File: config.mk
export PLATFORM = sky130hd
export DESIGN_NAME = seo_timing
export DESIGN_NICKNAME = d
export VERILOG_FILES = /design/src/logic/seo_timing_note_unused.sv /design/src/logic/seo_pkg.sv /design/src/logic/seo_edge_flag.sv /design/src/logic/seo_timing.sv
export VERILOG_INCLUDE_DIRS = /design/src /design/src/logic
export SDC_FILE = /design/constraint.sdc
export NUM_CORES = 1
export LEC_CHECK = 0
export BUFFER_PORTS_ARGS = -buffer_cell sky130_fd_sc_hd__buf_2
export CORE_MARGIN = 3
export CORE_UTILIZATION = 49
export CTS_CLUSTER_DIAMETER = 60
export DETAILED_ROUTE_END_ITERATION = 8
export GPL_ROUTABILITY_DRIVEN = 0
export PLACE_DENSITY_LB_ADDON = 0.12
export SYNTH_ARGS = -nofsm -noshare
export SYNTH_HDL_FRONTEND = slang
export SYNTH_SLANG_ARGS = --single-unit
File: constraint.sdc
create_clock -name sys_clk -period 3.5 [get_ports sys_clk]
set_input_delay 0.175 -clock sys_clk [delete_from_list [all_inputs] [get_ports sys_clk]]
set_output_delay 0.175 -clock sys_clk [all_outputs]
set_load 0.01 [all_outputs]
File: src/logic/seo_params.svh
// Register indices, field positions, reset values and timing defaults.
`ifndef SEO_PARAMS_SVH
`define SEO_PARAMS_SVH

// Register indices; the byte address on the bus is four times the index.
`define SEO_IDX_BLANK_SEL   8'h69
`define SEO_IDX_HS_HI       8'h7C
`define SEO_IDX_HS_LO       8'h7D
`define SEO_IDX_VS          8'h7F
`define SEO_IDX_EVEN_VS     8'h89
`define SEO_IDX_DE_HI       8'h8B
`define SEO_IDX_DE_TRAIL_LO 8'h8C
`define SEO_IDX_DE_LEAD_LO  8'h8D
`define SEO_IDX_VBLANK      8'h8E
`define SEO_IDX_CTRL        8'hA0
`define SEO_IDX_STATUS      8'hA1

// Field positions.
`define SEO_BIT_BLANK_SEL   2
`define SEO_BIT_RUN         0
`define SEO_BIT_INTERLACE   1
`define SEO_BIT_MODE_525P   2

// Reset values.
`define SEO_RST_PIX_OFS     10'h000
`define SEO_RST_LINE_OFS    4'h0
`define SEO_RST_CTRL        3'h0

// Line 523 is the compliant blanking start for 525-line progressive.
`define SEO_VB_START_COMPL  523
`define SEO_VB_START_LINE1  1

// Nominal timing defaults, in pixels and lines counted from zero.
`define SEO_H_TOTAL         858
`define SEO_HS_WIDTH        64
`define SEO_DE_BEGIN        116
`define SEO_DE_STOP         836
`define SEO_V_TOTAL         525
`define SEO_VS_START        6
`define SEO_VS_END          12
`define SEO_VB_START        0
`define SEO_VB_END          42
`define SEO_PIX_DIV         1

`endif

File: src/logic/seo_timing_note_unused.sv
// Holds no logic; the block lives in seo_timing.sv and seo_edge_flag.sv.

File: src/logic/seo_pkg.sv
// Types shared by the sync edge offset block.
package seo_pkg;

    typedef struct packed {
        logic [9:0] hs_trail;
        logic [3:0] vs_lead;
        logic [3:0] vs_trail;
        logic [3:0] even_vs_lead;
        logic [3:0] even_vs_trail;
        logic [9:0] de_trail;
        logic [9:0] de_lead;
        logic [3:0] vb_start;
        logic [3:0] vb_end;
        logic       blank_sel;
    } seo_offsets_t;

    typedef struct packed {
        logic hsync;
        logic vsync;
        logic de;
        logic field;
    } seo_sync_t;

endpackage

File: src/logic/seo_edge_flag.sv
// Level flag that an edge sets and another edge clears.
`timescale 1ns/100ps

module seo_edge_flag (
    input  wire logic sys_clk,
    input  wire logic nrst,
    input  wire logic en,
    input  wire logic set,
    input  wire logic clr,
    output logic      flag
);

    // A clear on the same position as a set wins, so a zero-width
    // pulse collapses instead of sticking high.
    always_ff @(posedge sys_clk or negedge nrst) begin
        if (!nrst) begin
            flag <= 1'b0;
        end else if (en) begin
            if (clr) begin
                flag <= 1'b0;
            end else if (set) begin
                flag <= 1'b1;
            end
        end
    end

endmodule

File: src/logic/seo_timing.sv
// Sync and data enable generator with programmable edge offsets.
// Summary of operation
// Horizontal sync trailing edge moves by a signed 10-bit pixel count.
// Codes up to 0x1FF delay it; codes from 0x200 advance it.
// In 525-line progressive, a bit picks blanking start line 1 or 523.
// Vertical sync leading edge moves by a signed 4-bit line count.
// Vertical edges move in whole lines, seven later to eight earlier.
// Vertical sync trailing edge moves by a signed 4-bit line count.
// Line code 0xF means one line earlier, 0x8 eight lines earlier.
// Even fields use their own vertical sync leading edge offset.
// Even fields use their own vertical sync trailing edge offset.
// Data enable trailing edge moves by a signed 10-bit pixel count.
// Data enable leading edge moves by its own signed pixel count.
// Blanking start moves by a signed 4-bit line count.
// Blanking end moves by a signed 4-bit line count.
// Zero offset, the reset value, keeps every edge at nominal.
// Offsets are relative: negative advances, positive delays.
// Offsets are taken into the generator at a frame boundary, and on every cycle while it is stopped.
//
// Register access over Wishbone is this design's own decision.
`timescale 1ns/100ps
`include "seo_params.svh"

module seo_timing #(
    parameter int H_TOTAL    = `SEO_H_TOTAL,
    parameter int HS_WIDTH   = `SEO_HS_WIDTH,
    parameter int DE_BEGIN   = `SEO_DE_BEGIN,
    parameter int DE_STOP    = `SEO_DE_STOP,
    parameter int V_TOTAL    = `SEO_V_TOTAL,
    parameter int VS_START   = `SEO_VS_START,
    parameter int VS_END     = `SEO_VS_END,
    parameter int VB_START   = `SEO_VB_START,
    parameter int VB_END     = `SEO_VB_END,
    parameter int PIX_DIV    = `SEO_PIX_DIV
) (
    input  wire logic              sys_clk,
    input  wire logic              nrst,
    input  wire logic              wb_cyc_i,
    input  wire logic              wb_stb_i,
    input  wire logic              wb_we_i,
    input  wire logic [9:0]        wb_adr_i,
    input  wire logic [3:0]        wb_sel_i,
    input  wire logic [31:0]       wb_dat_i,
    output logic      [31:0]       wb_dat_o,
    output logic                   wb_ack_o,
    output seo_pkg::seo_sync_t     sync_out
);

    localparam int CW = 12;

    // Counters are CW bits wide and the divider eight; nominal edges
    // must fall inside the line or frame that they belong to.
    generate
        if (H_TOTAL < 16 || H_TOTAL > 4095) begin : g_bad_h
            $error("seo_timing: H_TOTAL out of range.");
        end
        if (V_TOTAL < 16 || V_TOTAL > 4095) begin : g_bad_v
            $error("seo_timing: V_TOTAL out of range.");
        end
        if (PIX_DIV < 1 || PIX_DIV > 256) begin : g_bad_div
            $error("seo_timing: PIX_DIV out of range.");
        end
        if (HS_WIDTH < 1 || HS_WIDTH >= H_TOTAL) begin : g_bad_hs
            $error("seo_timing: HS_WIDTH out of range.");
        end
        if (DE_BEGIN >= DE_STOP || DE_STOP >= H_TOTAL) begin : g_bad_de
            $error("seo_timing: data enable span out of range.");
        end
        if (VS_START >= V_TOTAL || VS_END >= V_TOTAL) begin : g_bad_vs
            $error("seo_timing: vertical sync lines out of range.");
        end
        if (VB_START >= V_TOTAL || VB_END >= V_TOTAL) begin : g_bad_vb
            $error("seo_timing: blanking lines out of range.");
        end
    endgenerate

    // Adds a signed offset to a nominal position and wraps it into
    // one line or one frame, so moved edges stay on a reachable count.
    // The wrap is applied once: a sum more than one line or frame past either
    // end leaves the edge off the count, and that edge then does not occur.
    function automatic logic [CW-1:0] seo_place(
        input logic [CW-1:0] nominal,
        input logic [9:0]    ofs,
        input logic [CW-1:0] total
    );
        logic signed [CW+1:0] sum;
        sum = $signed({2'b00, nominal}) +
              $signed({{(CW-8){ofs[9]}}, ofs});
        if (sum < 0) begin
            sum = sum + $signed({2'b00, total});
        end else if (sum >= $signed({2'b00, total})) begin
            sum = sum - $signed({2'b00, total});
        end
        return sum[CW-1:0];
    endfunction

    // Widens a 4-bit signed line offset to the pixel offset width.
    function automatic logic [9:0] seo_lines(input logic [3:0] ofs);
        return {{6{ofs[3]}}, ofs};
    endfunction

    localparam logic [CW-1:0] HT   = CW'(H_TOTAL);
    localparam logic [CW-1:0] VT   = CW'(V_TOTAL);
    localparam logic [CW-1:0] HSW  = CW'(HS_WIDTH);
    localparam logic [CW-1:0] DHS  = CW'(DE_BEGIN);
    localparam logic [CW-1:0] DHE  = CW'(DE_STOP);
    localparam logic [CW-1:0] VSS  = CW'(VS_START);
    localparam logic [CW-1:0] VSE  = CW'(VS_END);
    localparam logic [CW-1:0] VBS  = CW'(VB_START);
    localparam logic [CW-1:0] VBE  = CW'(VB_END);
    localparam logic [CW-1:0] VBC  = CW'(`SEO_VB_START_COMPL - 1);
    localparam logic [CW-1:0] VB1  = CW'(`SEO_VB_START_LINE1 - 1);
    localparam logic [7:0]    PDIV = 8'(PIX_DIV - 1);

    // Software copy of the offsets and the control bits.
    seo_pkg::seo_offsets_t ofs;
    seo_pkg::seo_offsets_t shadow;
    logic [2:0]            ctrl;

    // Generator state.
    logic [7:0]    div_cnt;
    logic          pix_en;
    logic [CW-1:0] hcnt;
    logic [CW-1:0] vcnt;
    logic          field;
    logic          hs_flag;
    logic          vs_flag;
    logic          vb_flag;
    logic          hde_flag;

    // Bus decode.
    wire        bus_req   = wb_cyc_i && wb_stb_i && !wb_ack_o;
    wire        bus_wr    = bus_req && wb_we_i && wb_sel_i[0];
    wire [7:0]  bus_idx   = wb_adr_i[9:2];
    wire [7:0]  wbyte     = wb_dat_i[7:0];
    wire        hit_sel   = bus_idx == `SEO_IDX_BLANK_SEL;
    wire        hit_hs_hi = bus_idx == `SEO_IDX_HS_HI;
    wire        hit_hs_lo = bus_idx == `SEO_IDX_HS_LO;
    wire        hit_vs    = bus_idx == `SEO_IDX_VS;
    wire        hit_evs   = bus_idx == `SEO_IDX_EVEN_VS;
    wire        hit_de_hi = bus_idx == `SEO_IDX_DE_HI;
    wire        hit_det   = bus_idx == `SEO_IDX_DE_TRAIL_LO;
    wire        hit_del   = bus_idx == `SEO_IDX_DE_LEAD_LO;
    wire        hit_vb    = bus_idx == `SEO_IDX_VBLANK;
    wire        hit_ctrl  = bus_idx == `SEO_IDX_CTRL;
    wire        hit_stat  = bus_idx == `SEO_IDX_STATUS;

    wire [7:0]  rd_byte =
        hit_sel   ? {5'h0, ofs.blank_sel, 2'h0} :
        hit_hs_hi ? {6'h0, ofs.hs_trail[9:8]} :
        hit_hs_lo ? ofs.hs_trail[7:0] :
        hit_vs    ? {ofs.vs_lead, ofs.vs_trail} :
        hit_evs   ? {ofs.even_vs_lead, ofs.even_vs_trail} :
        hit_de_hi ? {4'h0, ofs.de_lead[9:8], ofs.de_trail[9:8]} :
        hit_det   ? ofs.de_trail[7:0] :
        hit_del   ? ofs.de_lead[7:0] :
        hit_vb    ? {ofs.vb_start, ofs.vb_end} :
        hit_ctrl  ? {5'h0, ctrl} :
        hit_stat  ? {4'h0, hs_flag, vs_flag, vb_flag, field} :
                    8'h00;

    // Classic single cycle: one wait state, ack for one cycle.
    always_ff @(posedge sys_clk or negedge nrst) begin
        if (!nrst) begin
            wb_ack_o <= 1'b0;
            wb_dat_o <= 32'h0000_0000;
        end else begin
            wb_ack_o <= bus_req;
            wb_dat_o <= bus_req ? {24'h00_0000, rd_byte} : 32'h0000_0000;
        end
    end

    // Zero reset offsets.
    always_ff @(posedge sys_clk or negedge nrst) begin
        if (!nrst) begin
            ofs.hs_trail      <= `SEO_RST_PIX_OFS;
            ofs.de_trail      <= `SEO_RST_PIX_OFS;
            ofs.de_lead       <= `SEO_RST_PIX_OFS;
            ofs.vs_lead       <= `SEO_RST_LINE_OFS;
            ofs.vs_trail      <= `SEO_RST_LINE_OFS;
            ofs.even_vs_lead  <= `SEO_RST_LINE_OFS;
            ofs.even_vs_trail <= `SEO_RST_LINE_OFS;
            ofs.vb_start      <= `SEO_RST_LINE_OFS;
            ofs.vb_end        <= `SEO_RST_LINE_OFS;
            ofs.blank_sel     <= 1'b0;
            ctrl              <= `SEO_RST_CTRL;
        end else if (bus_wr) begin
            if (hit_sel) begin
                ofs.blank_sel <= wbyte[`SEO_BIT_BLANK_SEL];
            end
            if (hit_hs_hi) begin
                ofs.hs_trail[9:8] <= wbyte[1:0];
            end
            if (hit_hs_lo) begin
                ofs.hs_trail[7:0] <= wbyte;
            end
            if (hit_vs) begin
                {ofs.vs_lead, ofs.vs_trail} <= wbyte;
            end
            if (hit_evs) begin
                {ofs.even_vs_lead, ofs.even_vs_trail} <= wbyte;
            end
            if (hit_de_hi) begin
                {ofs.de_lead[9:8], ofs.de_trail[9:8]} <= wbyte[3:0];
            end
            if (hit_det) begin
                ofs.de_trail[7:0] <= wbyte;
            end
            if (hit_del) begin
                ofs.de_lead[7:0] <= wbyte;
            end
            if (hit_vb) begin
                {ofs.vb_start, ofs.vb_end} <= wbyte;
            end
            if (hit_ctrl) begin
                ctrl <= wbyte[2:0];
            end
        end
    end

    // Pixel rate enable.
    always_ff @(posedge sys_clk or negedge nrst) begin
        if (!nrst) begin
            div_cnt <= 8'h00;
            pix_en  <= 1'b0;
        end else begin
            div_cnt <= (div_cnt == PDIV) ? 8'h00 : div_cnt + 8'h01;
            pix_en  <= (div_cnt == PDIV) && ctrl[`SEO_BIT_RUN];
        end
    end

    wire run        = ctrl[`SEO_BIT_RUN];
    wire line_end   = hcnt == HT - CW'(1);
    wire frame_end  = line_end && (vcnt == VT - CW'(1));
    wire line_start = hcnt == '0;

    // Frame boundary latch.
    always_ff @(posedge sys_clk or negedge nrst) begin
        if (!nrst) begin
            shadow <= '0;
        end else if (!run || (pix_en && frame_end)) begin
            shadow <= ofs;
        end
    end

    // Counters; the field flips per frame only in interlaced mode.
    always_ff @(posedge sys_clk or negedge nrst) begin
        if (!nrst) begin
            hcnt  <= '0;
            vcnt  <= '0;
            field <= 1'b0;
        end else if (!run) begin
            hcnt  <= '0;
            vcnt  <= '0;
            field <= 1'b0;
        end else if (pix_en) begin
            hcnt <= line_end ? '0 : hcnt + CW'(1);
            if (line_end) begin
                vcnt <= frame_end ? '0 : vcnt + CW'(1);
            end
            if (frame_end) begin
                field <= ctrl[`SEO_BIT_INTERLACE] && !field;
            end
        end
    end

    wire even = field;

    // Signed pixel shift of the trailing sync edge.
    wire [CW-1:0] hs_end_pos = seo_place(HSW, shadow.hs_trail, HT);

    // Even fields select their own vertical offsets.
    wire [3:0] vs_lead_sel  = even ? shadow.even_vs_lead  : shadow.vs_lead;
    wire [3:0] vs_trail_sel = even ? shadow.even_vs_trail : shadow.vs_trail;

    // Sign-extended line shifts of the sync edges.
    wire [CW-1:0] vs_start_pos = seo_place(VSS, seo_lines(vs_lead_sel), VT);
    wire [CW-1:0] vs_end_pos   = seo_place(VSE, seo_lines(vs_trail_sel), VT);

    // Compliant blanking start for 525-line progressive only.
    wire [CW-1:0] vb_nominal = !ctrl[`SEO_BIT_MODE_525P] ? VBS :
                               shadow.blank_sel ? VBC : VB1;

    // Blanking start and end line shifts.
    wire [CW-1:0] vb_start_pos =
        seo_place(vb_nominal, seo_lines(shadow.vb_start), VT);
    wire [CW-1:0] vb_end_pos   =
        seo_place(VBE, seo_lines(shadow.vb_end), VT);

    // Pixel shifts of the data enable edges.
    wire [CW-1:0] de_start_pos = seo_place(DHS, shadow.de_lead, HT);
    wire [CW-1:0] de_end_pos   = seo_place(DHE, shadow.de_trail, HT);

    // Vertical edges only at a line start, whole lines apart.
    wire vs_set = line_start && (vcnt == vs_start_pos);
    wire vs_clr = line_start && (vcnt == vs_end_pos);
    wire vb_set = line_start && (vcnt == vb_start_pos);
    wire vb_clr = line_start && (vcnt == vb_end_pos);

    seo_edge_flag u_hs (
        .sys_clk (sys_clk),
        .nrst    (nrst),
        .en      (pix_en),
        .set     (line_start),
        .clr     (hcnt == hs_end_pos),
        .flag    (hs_flag)
    );

    seo_edge_flag u_vs (
        .sys_clk (sys_clk),
        .nrst    (nrst),
        .en      (pix_en),
        .set     (vs_set),
        .clr     (vs_clr),
        .flag    (vs_flag)
    );

    seo_edge_flag u_vb (
        .sys_clk (sys_clk),
        .nrst    (nrst),
        .en      (pix_en),
        .set     (vb_set),
        .clr     (vb_clr),
        .flag    (vb_flag)
    );

    seo_edge_flag u_de (
        .sys_clk (sys_clk),
        .nrst    (nrst),
        .en      (pix_en),
        .set     (hcnt == de_start_pos),
        .clr     (hcnt == de_end_pos),
        .flag    (hde_flag)
    );

    // Outputs leave from one register stage; field changes one pixel ahead of the flag outputs.
    always_ff @(posedge sys_clk or negedge nrst) begin
        if (!nrst) begin
            sync_out <= '0;
        end else begin
            sync_out.hsync <= hs_flag && run;
            sync_out.vsync <= vs_flag && run;
            sync_out.de    <= hde_flag && !vb_flag && run;
            sync_out.field <= field;
        end
    end

endmodule

; ---- Word-level counts from Yosys, hierarchy flattened
; Cells that the tools add are included.
[word_totals]
register_bits = 164
inputBits = 51
output_inout_bits = 37
word_cells = 192
[op_classes]
add_sub_neg = 24
order_cmp = 14
n_eq_ne = 23
n_mux = 49
reduce_logical = 43
[ops]
columns = operator, count
row1 = 12-bit two-way mux, 21
row2 = 8-bit two-way mux, 11
row3 = 12-bit equality test, 7
row4 = "8-bit equality test, second input constant", 7
row5 = "8-bit by 7-bit equality test with 1-bit output, second input constant", 4
row6 = 2-bit AND reduction, 16
row7 = "11-bit by 11-bit adder with 12-bit output, second input constant", 2
row8 = "12-bit by 1-bit adder with 12-bit output, second input constant", 2
row9 = "12-bit by 11-bit adder with 12-bit output, second input constant", 2
row10 = "12-bit by 10-bit equality test with 1-bit output, second input constant", 2
row11 = "12-bit by 11-bit greater-or-equal comparator with 1-bit output, second input constant", 2
row12 = "12-bit by 1-bit less-than comparator with 1-bit output, second input constant", 2
row13 = "11-bit by 11-bit subtractor with 12-bit output, second input constant", 2
row14 = "12-bit by 11-bit subtractor with 12-bit output, second input constant", 2
row15 = "8-bit by 10-bit adder with 11-bit output, first input constant", 2
row16 = "11-bit greater-or-equal comparator, second input constant", 2
row17 = "11-bit by 1-bit less-than comparator with 1-bit output, second input constant", 2
row18 = 10-bit two-way mux, 2
row19 = 1-bit logical AND, 16
row20 = 4-bit two-way mux, 4
row21 = "11-bit by 10-bit adder with 12-bit output, first input constant", 1
row22 = 11-bit by 4-bit adder with 12-bit output, 1
row23 = "5-bit by 11-bit adder with 12-bit output, second input constant", 1
row24 = "6-bit by 11-bit adder with 12-bit output, second input constant", 1
row25 = 21 further kinds, 39

; ---- Depth between registers and ports, before layout
; Gate-level depths: netlist (run 1).
[logic_depth]
depth_word = 13
ltp_mapped = 13
ltp_nobuf = 13

; ---- Hierarchy
; From an unflattened synthesis (run 1), not the netlist that was laid out.
[hier_totals]
cells_unflattened = 1179
hier_area_um2 = 10714.0
[modules_own_cells]
columns = mod, n_inst, cells_each, area_per_inst_um2, seq_area_each_um2
row1 = seo_timing, 1, 1167, 10573.9, 4003.8
row2 = seo_edge_flag, 4, 3, 35.0, 25.0

; ---- Worst setup path before layout (run 1)
; No wires, ideal clock.
[synth_path]
path_kind = register -> register
from = register shadow[0] in the netlist's numbering
to = register u_vb.flag
setup_ps = 95
arrival_ps = 3428
required_ps = 3405
slack_ps = -24
path_stages_with_launch = 13
n_path_buf = 1
period_less_slack_ps = 3524
path_cell_list = dfrtp_1 > and2_1 > ha_1 > clkbuf_1 > a31oi_1 > ha_1 > or3b_2 > or4_1 > a221o_1 > a211oi_1 > xnor2_1 > nand4_1 > o31ai_1
[synth_between]
elab_chain_len = 10
word_cells_on_any_way = 13
cone_classes = add/sub (3) / order compare (2) / eq/ne (1) / mux (4) / reduce/logical (3)
[synth_rtl]
columns = element, line
row1 = from (decl), seo_timing.sv:117  ; seo_pkg::seo_offsets_t shadow;
row2 = from (signal assigned), seo_timing.sv:242  ; shadow <= ofs;
row3 = 10-bit two-way mux (*), seo_timing.sv:282  ; shadow.blank_sel ? VBC : VB1;
row4 = 10-bit two-way mux (*), seo_timing.sv:281  ; wire [CW-1:0] vb_nominal = !ctrl[`SEO_BIT_MODE_525P] ? VBS :
row5 = 11-bit by 4-bit adder with 12-bit output (*), seo_timing.sv:87  ; sum = $signed({2'b00, nominal}) +
row6 = 12-bit by 11-bit subtractor with 12-bit output or 12-bit by 11-bit greater-or-equal comparator with 1-bit output (tied branches), "seo_timing.sv:92, seo_timing.sv:91"
row7 = 12-bit two-way mux, seo_timing.sv:91  ; end else if (sum >= $signed({2'b00, total})) begin
row8 = 12-bit two-way mux (*), seo_timing.sv:89  ; if (sum < 0) begin
row9 = 12-bit equality test (*), seo_timing.sv:297  ; wire vb_set = line_start && (vcnt == vb_start_pos);
row10 = 1-bit logical AND (*), seo_timing.sv:297
row11 = 2-bit nonzero test (no source line) (*), -
row12 = 2-bit AND reduction (no source line) (*), -
row13 = to (signal assigned), seo_edge_flag.sv:17  ; flag <= 1'b0;
row14 = to (signal assigned), seo_edge_flag.sv:20  ; flag <= 1'b0;
row15 = to (signal assigned), seo_edge_flag.sv:22  ; flag <= 1'b1;
row16 = to (decl), seo_edge_flag.sv:10  ; output logic flag
; Mark *: on every way between the ends. The rest lies on a longest branch, timed or not.
; A chain may end at the register's enable or synchronous reset.

; ---- Worst setup path after layout (run 1)
; Same ends and word-level chain as after synthesis.

==> impl_metrics.toml, run 1 <==
[clock_network]
htree_num_levels = 4
cts.clk_slew.worst_paths_ns = 0.07
clk_latency_ns = 0.43
cts_made_buffers = 17
clkSinkCount = 164
root_buffer = "clkbuf_16"
cts_tree = "built"
cts_buffer_depth = 2

[final_layout]
nNetsFinal = 1318
layout.cells.non_filler = 1516
final_area_um2 = 11770
finalCoreUtilization_pct = 55.31
area_growth_pct = 9.789
final_layout_size_suffix_gt1_share_pct = 15.07
diodes = 0

[placed_design]
io_buffers = 34
place_area_um2 = 11110
dpl.hpwl_mm = 20.38
dp.cells = 1482

[sta]
rsz0062_at_grt = "no"
setup_viol = 0
fin_worst_skew_ns = 0.01458
hold_violations = 0
min_period_ns = 3.315
tightest_slew_ns = 0.8915
slew_viol_final = 0
relSlewSlack_pct = 40.35
fin_crit_sh_pct = 94.71
fmax_mhz = 301.7

[synthesis]
synth.top_cells.by_count = "215 x nand2_1, 164 x dfrtp_1, 83 x o21ai_0"
syn-instance-count = 1208
synth_cell_type_count = 81
synth_ff_type = "dfrtp_1"
ys_warn_count = 0
syn_avg_cell_area_um2 = 8.878
synth_area_um2 = 10720
ys_seq_elements = 164
post-synth-top-count-cell = "nand2_1"
synth_area_leaders = "dfrtp_1 38%, nand2_1 7.5%, mux2_2 6.8%, xnor2_1 5.3%, ha_1 4.4%"
yosysTopAreaCell = "dfrtp_1"
synth_edf_count = 0
yosysTopAreaCellShare_pct = 38.27
ys_async_sr_fraction_pct = 100.0
ys_seq_area_share_pct = 38.27

[global_route]
antenna_found_initial = 0
grt_pass1_wl_mm = 45.60
grt_pass1_vias = 8470
grt_start_max_net_pins = 76
overflow = 0
grt_usage_pct = 23.61

[worst_setup_path]
crit_arrival_ns = 3.66
cp-start-kind = "flip-flop"
critPathCaptureType = "flip-flop"
path_max_fanout = 2
crit_type = "reg -> reg"
critPathRequiredTime_ns = 3.84

[job]
max_cap_violations = 0

[power_and_ir_drop]
powerDensity_nw_per_um2 = 340.3
total_leakage_power_nw = 5.607
total_power_mw = 4.007
ir_worst_vdd_mv = 0.3488

[drt]
ant_nets = 0
vias_per_cell = 5.782
dr.pass1.iters = 5
route.detailed.drc = 0
route.vias.total = 8766
avgRoutedWirePerCell_um = 18.31
wl_mm = 27.76
drt_iter0_drc = 557

[floorplanning]
start_util_pct = 50.38
die_h_um = 153.9
dieWidth_um = 153.9
fp.dieArea_um2 = 23700
core_area_um2 = 21290
rows = 53
ios = 88

[worst_hold_path]
hp-class = "in -> reg"

[status]
status = "finished clean"
==> cell type report <==
cell class	count	area, µm²
Clock buffer	17	425.4
Multi-Input combinational cell	939	6140
Clock inverter	14	165.2
Timing Repair Buffer	68	449.2
Tap cell	275	344.1
Fill cell	1947	9513
Inverter	39	146.4
Sequential cell	164	4104
==> report_power, final <==
part / internal (mW) / leakage (nW) / switching (mW) / total (mW)
Sequential: 1.91 / 2.27 / 0.0194 / 1.93
Combinational: 0.0571 / 3.05 / 0.136 / 0.193
Clock: 1.02 / 0.287 / 0.869 / 1.89
Total: 2.98 / 5.61 / 1.02 / 4.01
==> final timing paths <==
path	from	to	slack, ns	depth (start not counted)
worst min register to register	wb_ack_o	wb_dat_o[2]	0.46	1
max in group asynchronous	nrst	wb_ack_o	2.26	3
worst max register to register	shadow[0]	u_vb.flag	0.19	12
worst min-delay path	wb_cyc_i	wb_dat_o[2]	0.01	3
min in group asynchronous	nrst	div_cnt[1]	0.31	2
worst max-delay path	shadow[0]	u_vb.flag	0.19	12
==> state kept, by name, summed over array words and instances, names as in the netlist, 3 cells and up <==
name / count
ctrl: 3
div_cnt: 8
hcnt: 12
ofs: 55
shadow: 55
sync_out: 4
vcnt: 12
wb_dat_o: 8
==> layer usage <==
metal	GRT usage [%]	wire length, µm	up-vias
li1	-	-	4240
met1	35.11	13440	4255
met2	36.52	12560	245
met3	3.912	1410	26
met4	4.962	350	0
met5	0	0	-
==> timing repair <==
action                                  4_1_cts  5_1_grt
endpoints found under the setup margin        1        1
pin swaps                                     0        6
buffers inserted                              0        1
resized for setup                             1        5
endpoints found under the hold margin        72        0
cloned                                        0        0
hold buffers                                  2        0
==> stage by stage <==
stage          setup TNS, ns  hold WS [ns]  setup WS, ns
2_1_floorplan              0       -0.1206       0.06352
3_3_place_gp               0        0.2362       0.03161
3_5_place_dp        -0.04241        0.2237      -0.04241
4_1_cts                    0      0.006190       0.01556
5_1_grt                    0       0.02057       0.01171
6_report                   0       0.01047        0.1853
==> logic make-up (layout without fill, tap and decap cells) <==
group                      Yosys count  after routing  synth area share, %
buffers and inverters              128            138                5.705
other                                1             24              0.03497
muxes                               83             83                8.505
xor gates and xnor gates           107            107                8.867
and+or+nand+nor                    444            444                19.41
AOI/OAI and AO/OA                  243            243                14.77
DFF                                164            164                38.27
adders and majority gates           38             38                4.434
==> cell usage in the layout (no fill, tap or decap), drive strengths merged, types with 15 or more instances in the layout <==
master  count
ha         38
and3       21
nand2     215
a31oi      15
a21oi      49
dfrtp     164
nand3      38
inv        48
nor3       25
nor2       61
o21ai      84
clkbuf     17
mux2i      18
buf        66
xnor2      65
conb       24
xor2       41
mux2       65
==> worst max-delay path, stage by stage (launching register included) <==
cell	delay (ns)
dfrtp_1	0.37
and2_1	0.17
ha_1	0.19
ha_1	0.19
a21o_1	0.18
ha_4	0.22
or3b_4	0.38
or4_1	0.51
a221o_1	0.32
a211oi_2	0.24
xnor2_1	0.14
nand4_1	0.12
o31ai_2	0.19
(Power assumes the default switching activity.)
==> inputs of run 2 (changes only) <==
--- a/config.mk
+++ b/config.mk
@@ -7,12 +7,14 @@
 export NUM_CORES = 1
 export LEC_CHECK = 0
 export BUFFER_PORTS_ARGS = -buffer_cell sky130_fd_sc_hd__buf_2
+export CAP_MARGIN = 20
 export CORE_MARGIN = 3
 export CORE_UTILIZATION = 49
 export CTS_CLUSTER_DIAMETER = 60
 export DETAILED_ROUTE_END_ITERATION = 8
 export GPL_ROUTABILITY_DRIVEN = 0
 export PLACE_DENSITY_LB_ADDON = 0.12
+export SETUP_SLACK_MARGIN = 0.3
 export SYNTH_ARGS = -nofsm -noshare
 export SYNTH_HDL_FRONTEND = slang
 export SYNTH_SLANG_ARGS = --single-unit
==> impl_metrics.toml, run 2 (same netlist as run 1, synthesis figures left out) <==
[clock_network]
cts_made_buffers = 17
clkSinkCount = 164
cts_tree = "built"
clk_latency_ns = 0.44
cts_buffer_depth = 2
cts.clk_slew.worst_paths_ns = 0.07
root_buffer = "clkbuf_16"
htree_num_levels = 4

[sta]
hold_violations = 0
setup_viol = 0
slew_viol_final = 0
fmax_mhz = 310.5
timing.setup.tns_ns = 0
rsz0062_at_grt = "yes"
whs_ns = 0.03060
min_period_ns = 3.221
fin_crit_sh_pct = 92.02
relSlewSlack_pct = 46.17
fin_worst_skew_ns = 0.01658
tightest_slew_ns = 0.8045

[worst_setup_path]
crit_arrival_ns = 3.56
critPathCaptureType = "flip-flop"
crit_chain = "and2_4, ha_2, ha_2, a21o_1, ha_4, or3b_4, or4_1, a221o_1, a211oi_2, xnor2_1, nand4_1, o31ai_1"
path_max_fanout = 5
crit_top_cell = "ha_2"
worstReg2RegEnd = "u_vb.flag"
critPathTopFamily = "simple AND/OR/NAND/NOR gates"
path_buf_inv = 0
reg2reg_from = "ctrl[2]"
timing.reg2reg.setup_slack_ns = 0.28
critPathRequiredTime_ns = 3.84
cp_slowest_stage_delay_ns = 0.41
cp-start-kind = "flip-flop"
crit_type = "reg -> reg"
ff2ff_path_depth = 12
slowest_stage = "or4_1"

[power_and_ir_drop]
total_leakage_power_nw = 5.592
ir_worst_vdd_mv = 0.3397
powerDensity_nw_per_um2 = 338.9
total_power_mw = 4.001

[global_route]
antenna_found_initial = 0
grt_pass1_wl_mm = 45.18
grt_usage_pct = 23.54
grt_start_max_net_pins = 80
overflow = 0
grt_pass1_vias = 8367

[final_layout]
nNetsFinal = 1316
area_growth_pct = 10.08
fillCellCount = 1967
reg.largest.list = "ofs (55), shadow (55)"
layout_commonest_cell = "nand2_1"
diodes = 0
final_layout_size_suffix_gt1_share_pct = 15.32
final_cell_mix = "215 x nand2_1, 162 x dfrtp_1, 83 x o21ai_0, 65 x xnor2_1, 65 x mux2_2"

[drt]
vias_per_cell = 5.724
dr.pass1.iters = 5
route.detailed.drc = 0
ant_nets = 0
route.vias.total = 8672
drt_iter0_drc = 643
avgRoutedWirePerCell_um = 18.10
wl_mm = 27.42

[floorplanning]
rows = 53
die_h_um = 153.9
start_util_pct = 50.38
fp.dieArea_um2 = 23700
dieWidth_um = 153.9
core_area_um2 = 21290
ios = 88

[worst_hold_path]
worstHoldEndpoint = "wb_ack_o"
hp-class = "in -> reg"
min-delay-start = "wb_cyc_i"
min_delay_path_depth = 3

[placed_design]
dpl.hpwl_mm = 20.38
io_buffers = 34

[job]
max_cap_violations = 0

[status]
status = "finished clean"
==> run 2: layer usage <==
| layer | track usage, % | vias up | routed length (µm) |
|---|---|---|---|
| met5 | 0 | - | 0 |
| met1 | 34.88 | 4181 | 13150 |
| met4 | 6.644 | 0 | 490 |
| met2 | 36.15 | 235 | 12530 |
| met3 | 3.265 | 32 | 1253 |
| li1 | - | 4224 | - |
==> run 2: timing repair <==
item	in CTS	in global routing
resized for setup	2	2
pin swaps	1	1
cloned	0	0
setup buffers	0	0
endpoints found under the setup margin	1	5
hold endpoints to repair	77	0
hold buffers	3	0
==> run 2: how the worst max path moves through the flow <==
stage / slack (ns) / cells past startpoint / startpoint / endpoint
floorplan: 0.37 / 12 / ctrl[2] / u_vb.flag
global placement: 0.21 / 13 / ctrl[2] / u_vb.flag
detailed placement: 0.16 / 12 / ctrl[2] / u_vb.flag
CTS: 0.28 / 12 / ctrl[2] / u_vb.flag
global route: 0.14 / 12 / ctrl[2] / u_vb.flag
finish: 0.28 / 12 / ctrl[2] / u_vb.flag
==> run 2: worst min-delay path, cell delays in order <==
cell and delay [ns]:
buf_2 0.09, nand2_1 0.07, nor2_1 0.08
==> run 2: power breakdown <==
part	internal, mW	leakage (nW)	switching, mW
clock network	0.968	0.293	0.910
logic	0.0600	3.03	0.135
registers	1.91	2.26	0.0202
==> run 2: per-stage QoR <==
stage               instance area [µm²]  worst slack (ns)  std cells  utilization (%)
detailed placement                11160            0.1602       1480            52.44
finish                            11810            0.2794       1515            55.46
global route                      11810            0.1400       1515            55.46
global placement                  11160            0.2131       1480            52.44
floorplan                         10860            0.3717       1231                -
CTS                               11800            0.2807       1515            55.42
==> run 2: final cells by class <==
class	count	area [µm²]	area share, %
sequential	164	4106	34.79
timing repair buffer	66	461.7	3.911
inverter	39	146.4	1.240
tap	275	344.1	2.915
clock inverter	15	171.4	1.452
multi-input combinational	939	6150	52.09
clock buffer	17	425.4	3.604
==> inputs of run 3 (changes only) <==
--- a/config.mk
+++ b/config.mk
@@ -13,6 +13,7 @@
 export CTS_CLUSTER_DIAMETER = 60
 export DETAILED_ROUTE_END_ITERATION = 8
 export GPL_ROUTABILITY_DRIVEN = 0
+export GPL_TIMING_DRIVEN = 0
 export PLACE_DENSITY_LB_ADDON = 0.12
 export SETUP_SLACK_MARGIN = 0.3
 export SYNTH_ARGS = -nofsm -noshare
==> impl_metrics.toml, run 3 (same netlist as run 1, synthesis figures left out) <==
[status]
status = "finished clean"

[clock_network]
clk_latency_ns = 0.43
cts.clk_slew.worst_paths_ns = 0.07
cts_tree = "built"
cts_buffer_depth = 2
cts_made_buffers = 17
clkSinkCount = 164
htree_num_levels = 4
root_buffer = "clkbuf_16"

[floorplanning]
start_util_pct = 50.38
rows = 53
die_h_um = 153.9
ios = 88
fp.dieArea_um2 = 23700
dieWidth_um = 153.9
core_area_um2 = 21290

[sta]
fin_worst_skew_ns = 0.01600
whs_ns = 0.04441
slew_viol_final = 0
setup_viol = 0
min_period_ns = 3.169
rsz0062_at_grt = "yes"
fmax_mhz = 315.6
relSlewSlack_pct = 44.92
hold_violations = 0
timing.setup.tns_ns = 0
fin_ws_ns = 0.3315
fin_crit_sh_pct = 90.53
tightest_slew_ns = 0.8262

[worst_setup_path]
endpoint = "u_vb.flag"
crit_arrival_ns = 3.50
ff2ff_path_depth = 12
worstReg2RegEnd = "u_vb.flag"
startpoint = "ctrl[2]"
timing.reg2reg.setup_slack_ns = 0.33
critPathRequiredTime_ns = 3.83
cp-start-kind = "flip-flop"
crit_type = "reg -> reg"
path_max_fanout = 3
critPathCaptureType = "flip-flop"
reg2reg_from = "ctrl[2]"

[drt]
wl_mm = 28.66
drt_iter0_drc = 728
avgRoutedWirePerCell_um = 18.09
dr.pass1.iters = 5
route.detailed.drc = 0
route.vias.total = 9005
ant_nets = 0
vias_per_cell = 5.685

[global_route]
overflow = 0
antenna_found_initial = 0
grt_usage_pct = 23.96
grt_pass1_vias = 8509
grt_pass1_wl_mm = 45.85
grt_start_max_net_pins = 102

[power_and_ir_drop]
ir_worst_vdd_mv = 0.3185
p_clk_share_pct = 46.0
share_comb_of_total_power_pct = 5.6
total_leakage_power_nw = 5.762
power.share.switching_pct = 26.18
internal_power_mw = 2.941
p_sw_mw = 1.043
powerDensity_nw_per_um2 = 327.2
power.share.sequential_pct = 48.3

[final_layout]
finalCoreUtilization_pct = 57.19
nNetsFinal = 1385
diodes = 0
final_layout_size_suffix_gt1_share_pct = 16.73
seqCellArea_um2 = 4105
area_growth_pct = 13.52
layout_commonest_cell = "nand2_1"
multi_input_area_um2 = 6211
fillCellCount = 1946
final_cell_mix = "215 x nand2_1, 163 x dfrtp_1, 83 x o21ai_0, 65 x xnor2_1, 65 x mux2_2"
reg.largest.list = "ofs (55), shadow (55)"

[placed_design]
place_ws_ns = 0.05662
io_buffers = 34
dpl.hpwl_mm = 21.45

[worst_hold_path]
hp-class = "in -> reg"

[job]
max_cap_violations = 0
-- run 3: changes by cell type in the layout (fill, tap and decap cells not counted), sizes merged --
cell	change
clkbuf	+46
buf	+23
inv	-2
clkinv	+1
clkinvlp	+1
-- run 3: worst min-delay path by stage --
| stage | startpoint | endpoint | slack (ns) | depth (start not counted) |
|---|---|---|---|---|
| after floorplan | nrst | ctrl[0] | -0.12 | 0 |
| after global placement | even | sync_out[0] | 0.41 | 0 |
| after detailed placement | nrst | div_cnt[4] | 0.28 | 1 |
| after CTS | wb_cyc_i | wb_ack_o | 0.02 | 3 |
| after global routing | wb_cyc_i | wb_ack_o | 0.06 | 3 |
| final | wb_cyc_i | wb_ack_o | 0.04 | 3 |
-- run 3: critical path, cell delays in order (launching register included) --
cell	delay [ns]
dfrtp_1	0.40
and2_4	0.19
ha_4	0.17
ha_4	0.16
a21o_1	0.18
ha_4	0.22
or3b_4	0.37
or4_1	0.42
a221o_1	0.32
a211oi_2	0.22
xnor2_1	0.15
nand4_1	0.09
o31ai_1	0.19
-- run 3: timing repair --
item / CTS / global route
buffers inserted: 2 / 5
hold buffers: 3 / 0
pin swaps: 2 / 1
endpoints found under the setup margin: 31 / 58
resized for setup: 9 / 21
hold endpoints to repair: 101 / 0
-- run 3: metrics by stage --
| stage | cell area, µm² | power, mW | std cells |
|---|---|---|---|
| finish | 12170 | 3.983 | 1584 |
| global route | 12170 | 4.101 | 1584 |
| CTS | 12060 | 4.013 | 1579 |
| detailed placement | 11420 | 2.181 | 1542 |
| global placement | 11370 | 2.173 | 1540 |
| floorplan | 10860 | 2.074 | 1231 |
-- run 3: power by group through the flow --
stage	sequential (mW)	clock, mW	combinational (mW)
floorplan	1.95	0	0.120
global placement	1.96	0	0.211
detailed placement	1.96	0	0.219
CTS	1.92	1.87	0.223
global route	1.93	1.93	0.248
finish	1.93	1.83	0.223
-- run 3: per-layer routing --
metal | share of wire (%) | global-route usage [%] | vias to the layer above
li1 | - | - | 4366
met2 | 46 | 38.46 | 215
met4 | 2.4 | 6.812 | 0
met5 | 0 | 0 | -
met1 | 48 | 34.53 | 4381
met3 | 3.9 | 2.589 | 43
-- run 3: layout make-up --
class                   instances  share of cell area, %
multi-input cells             939                  51.02
clock buffers                  17                  3.494
inverters                      39                  1.202
clock inverters                15                  1.274
flip-flops and latches        164                  33.72
repair buffers                 46                  2.446
plain buffers                  89                  4.018
well taps                     275                  2.826
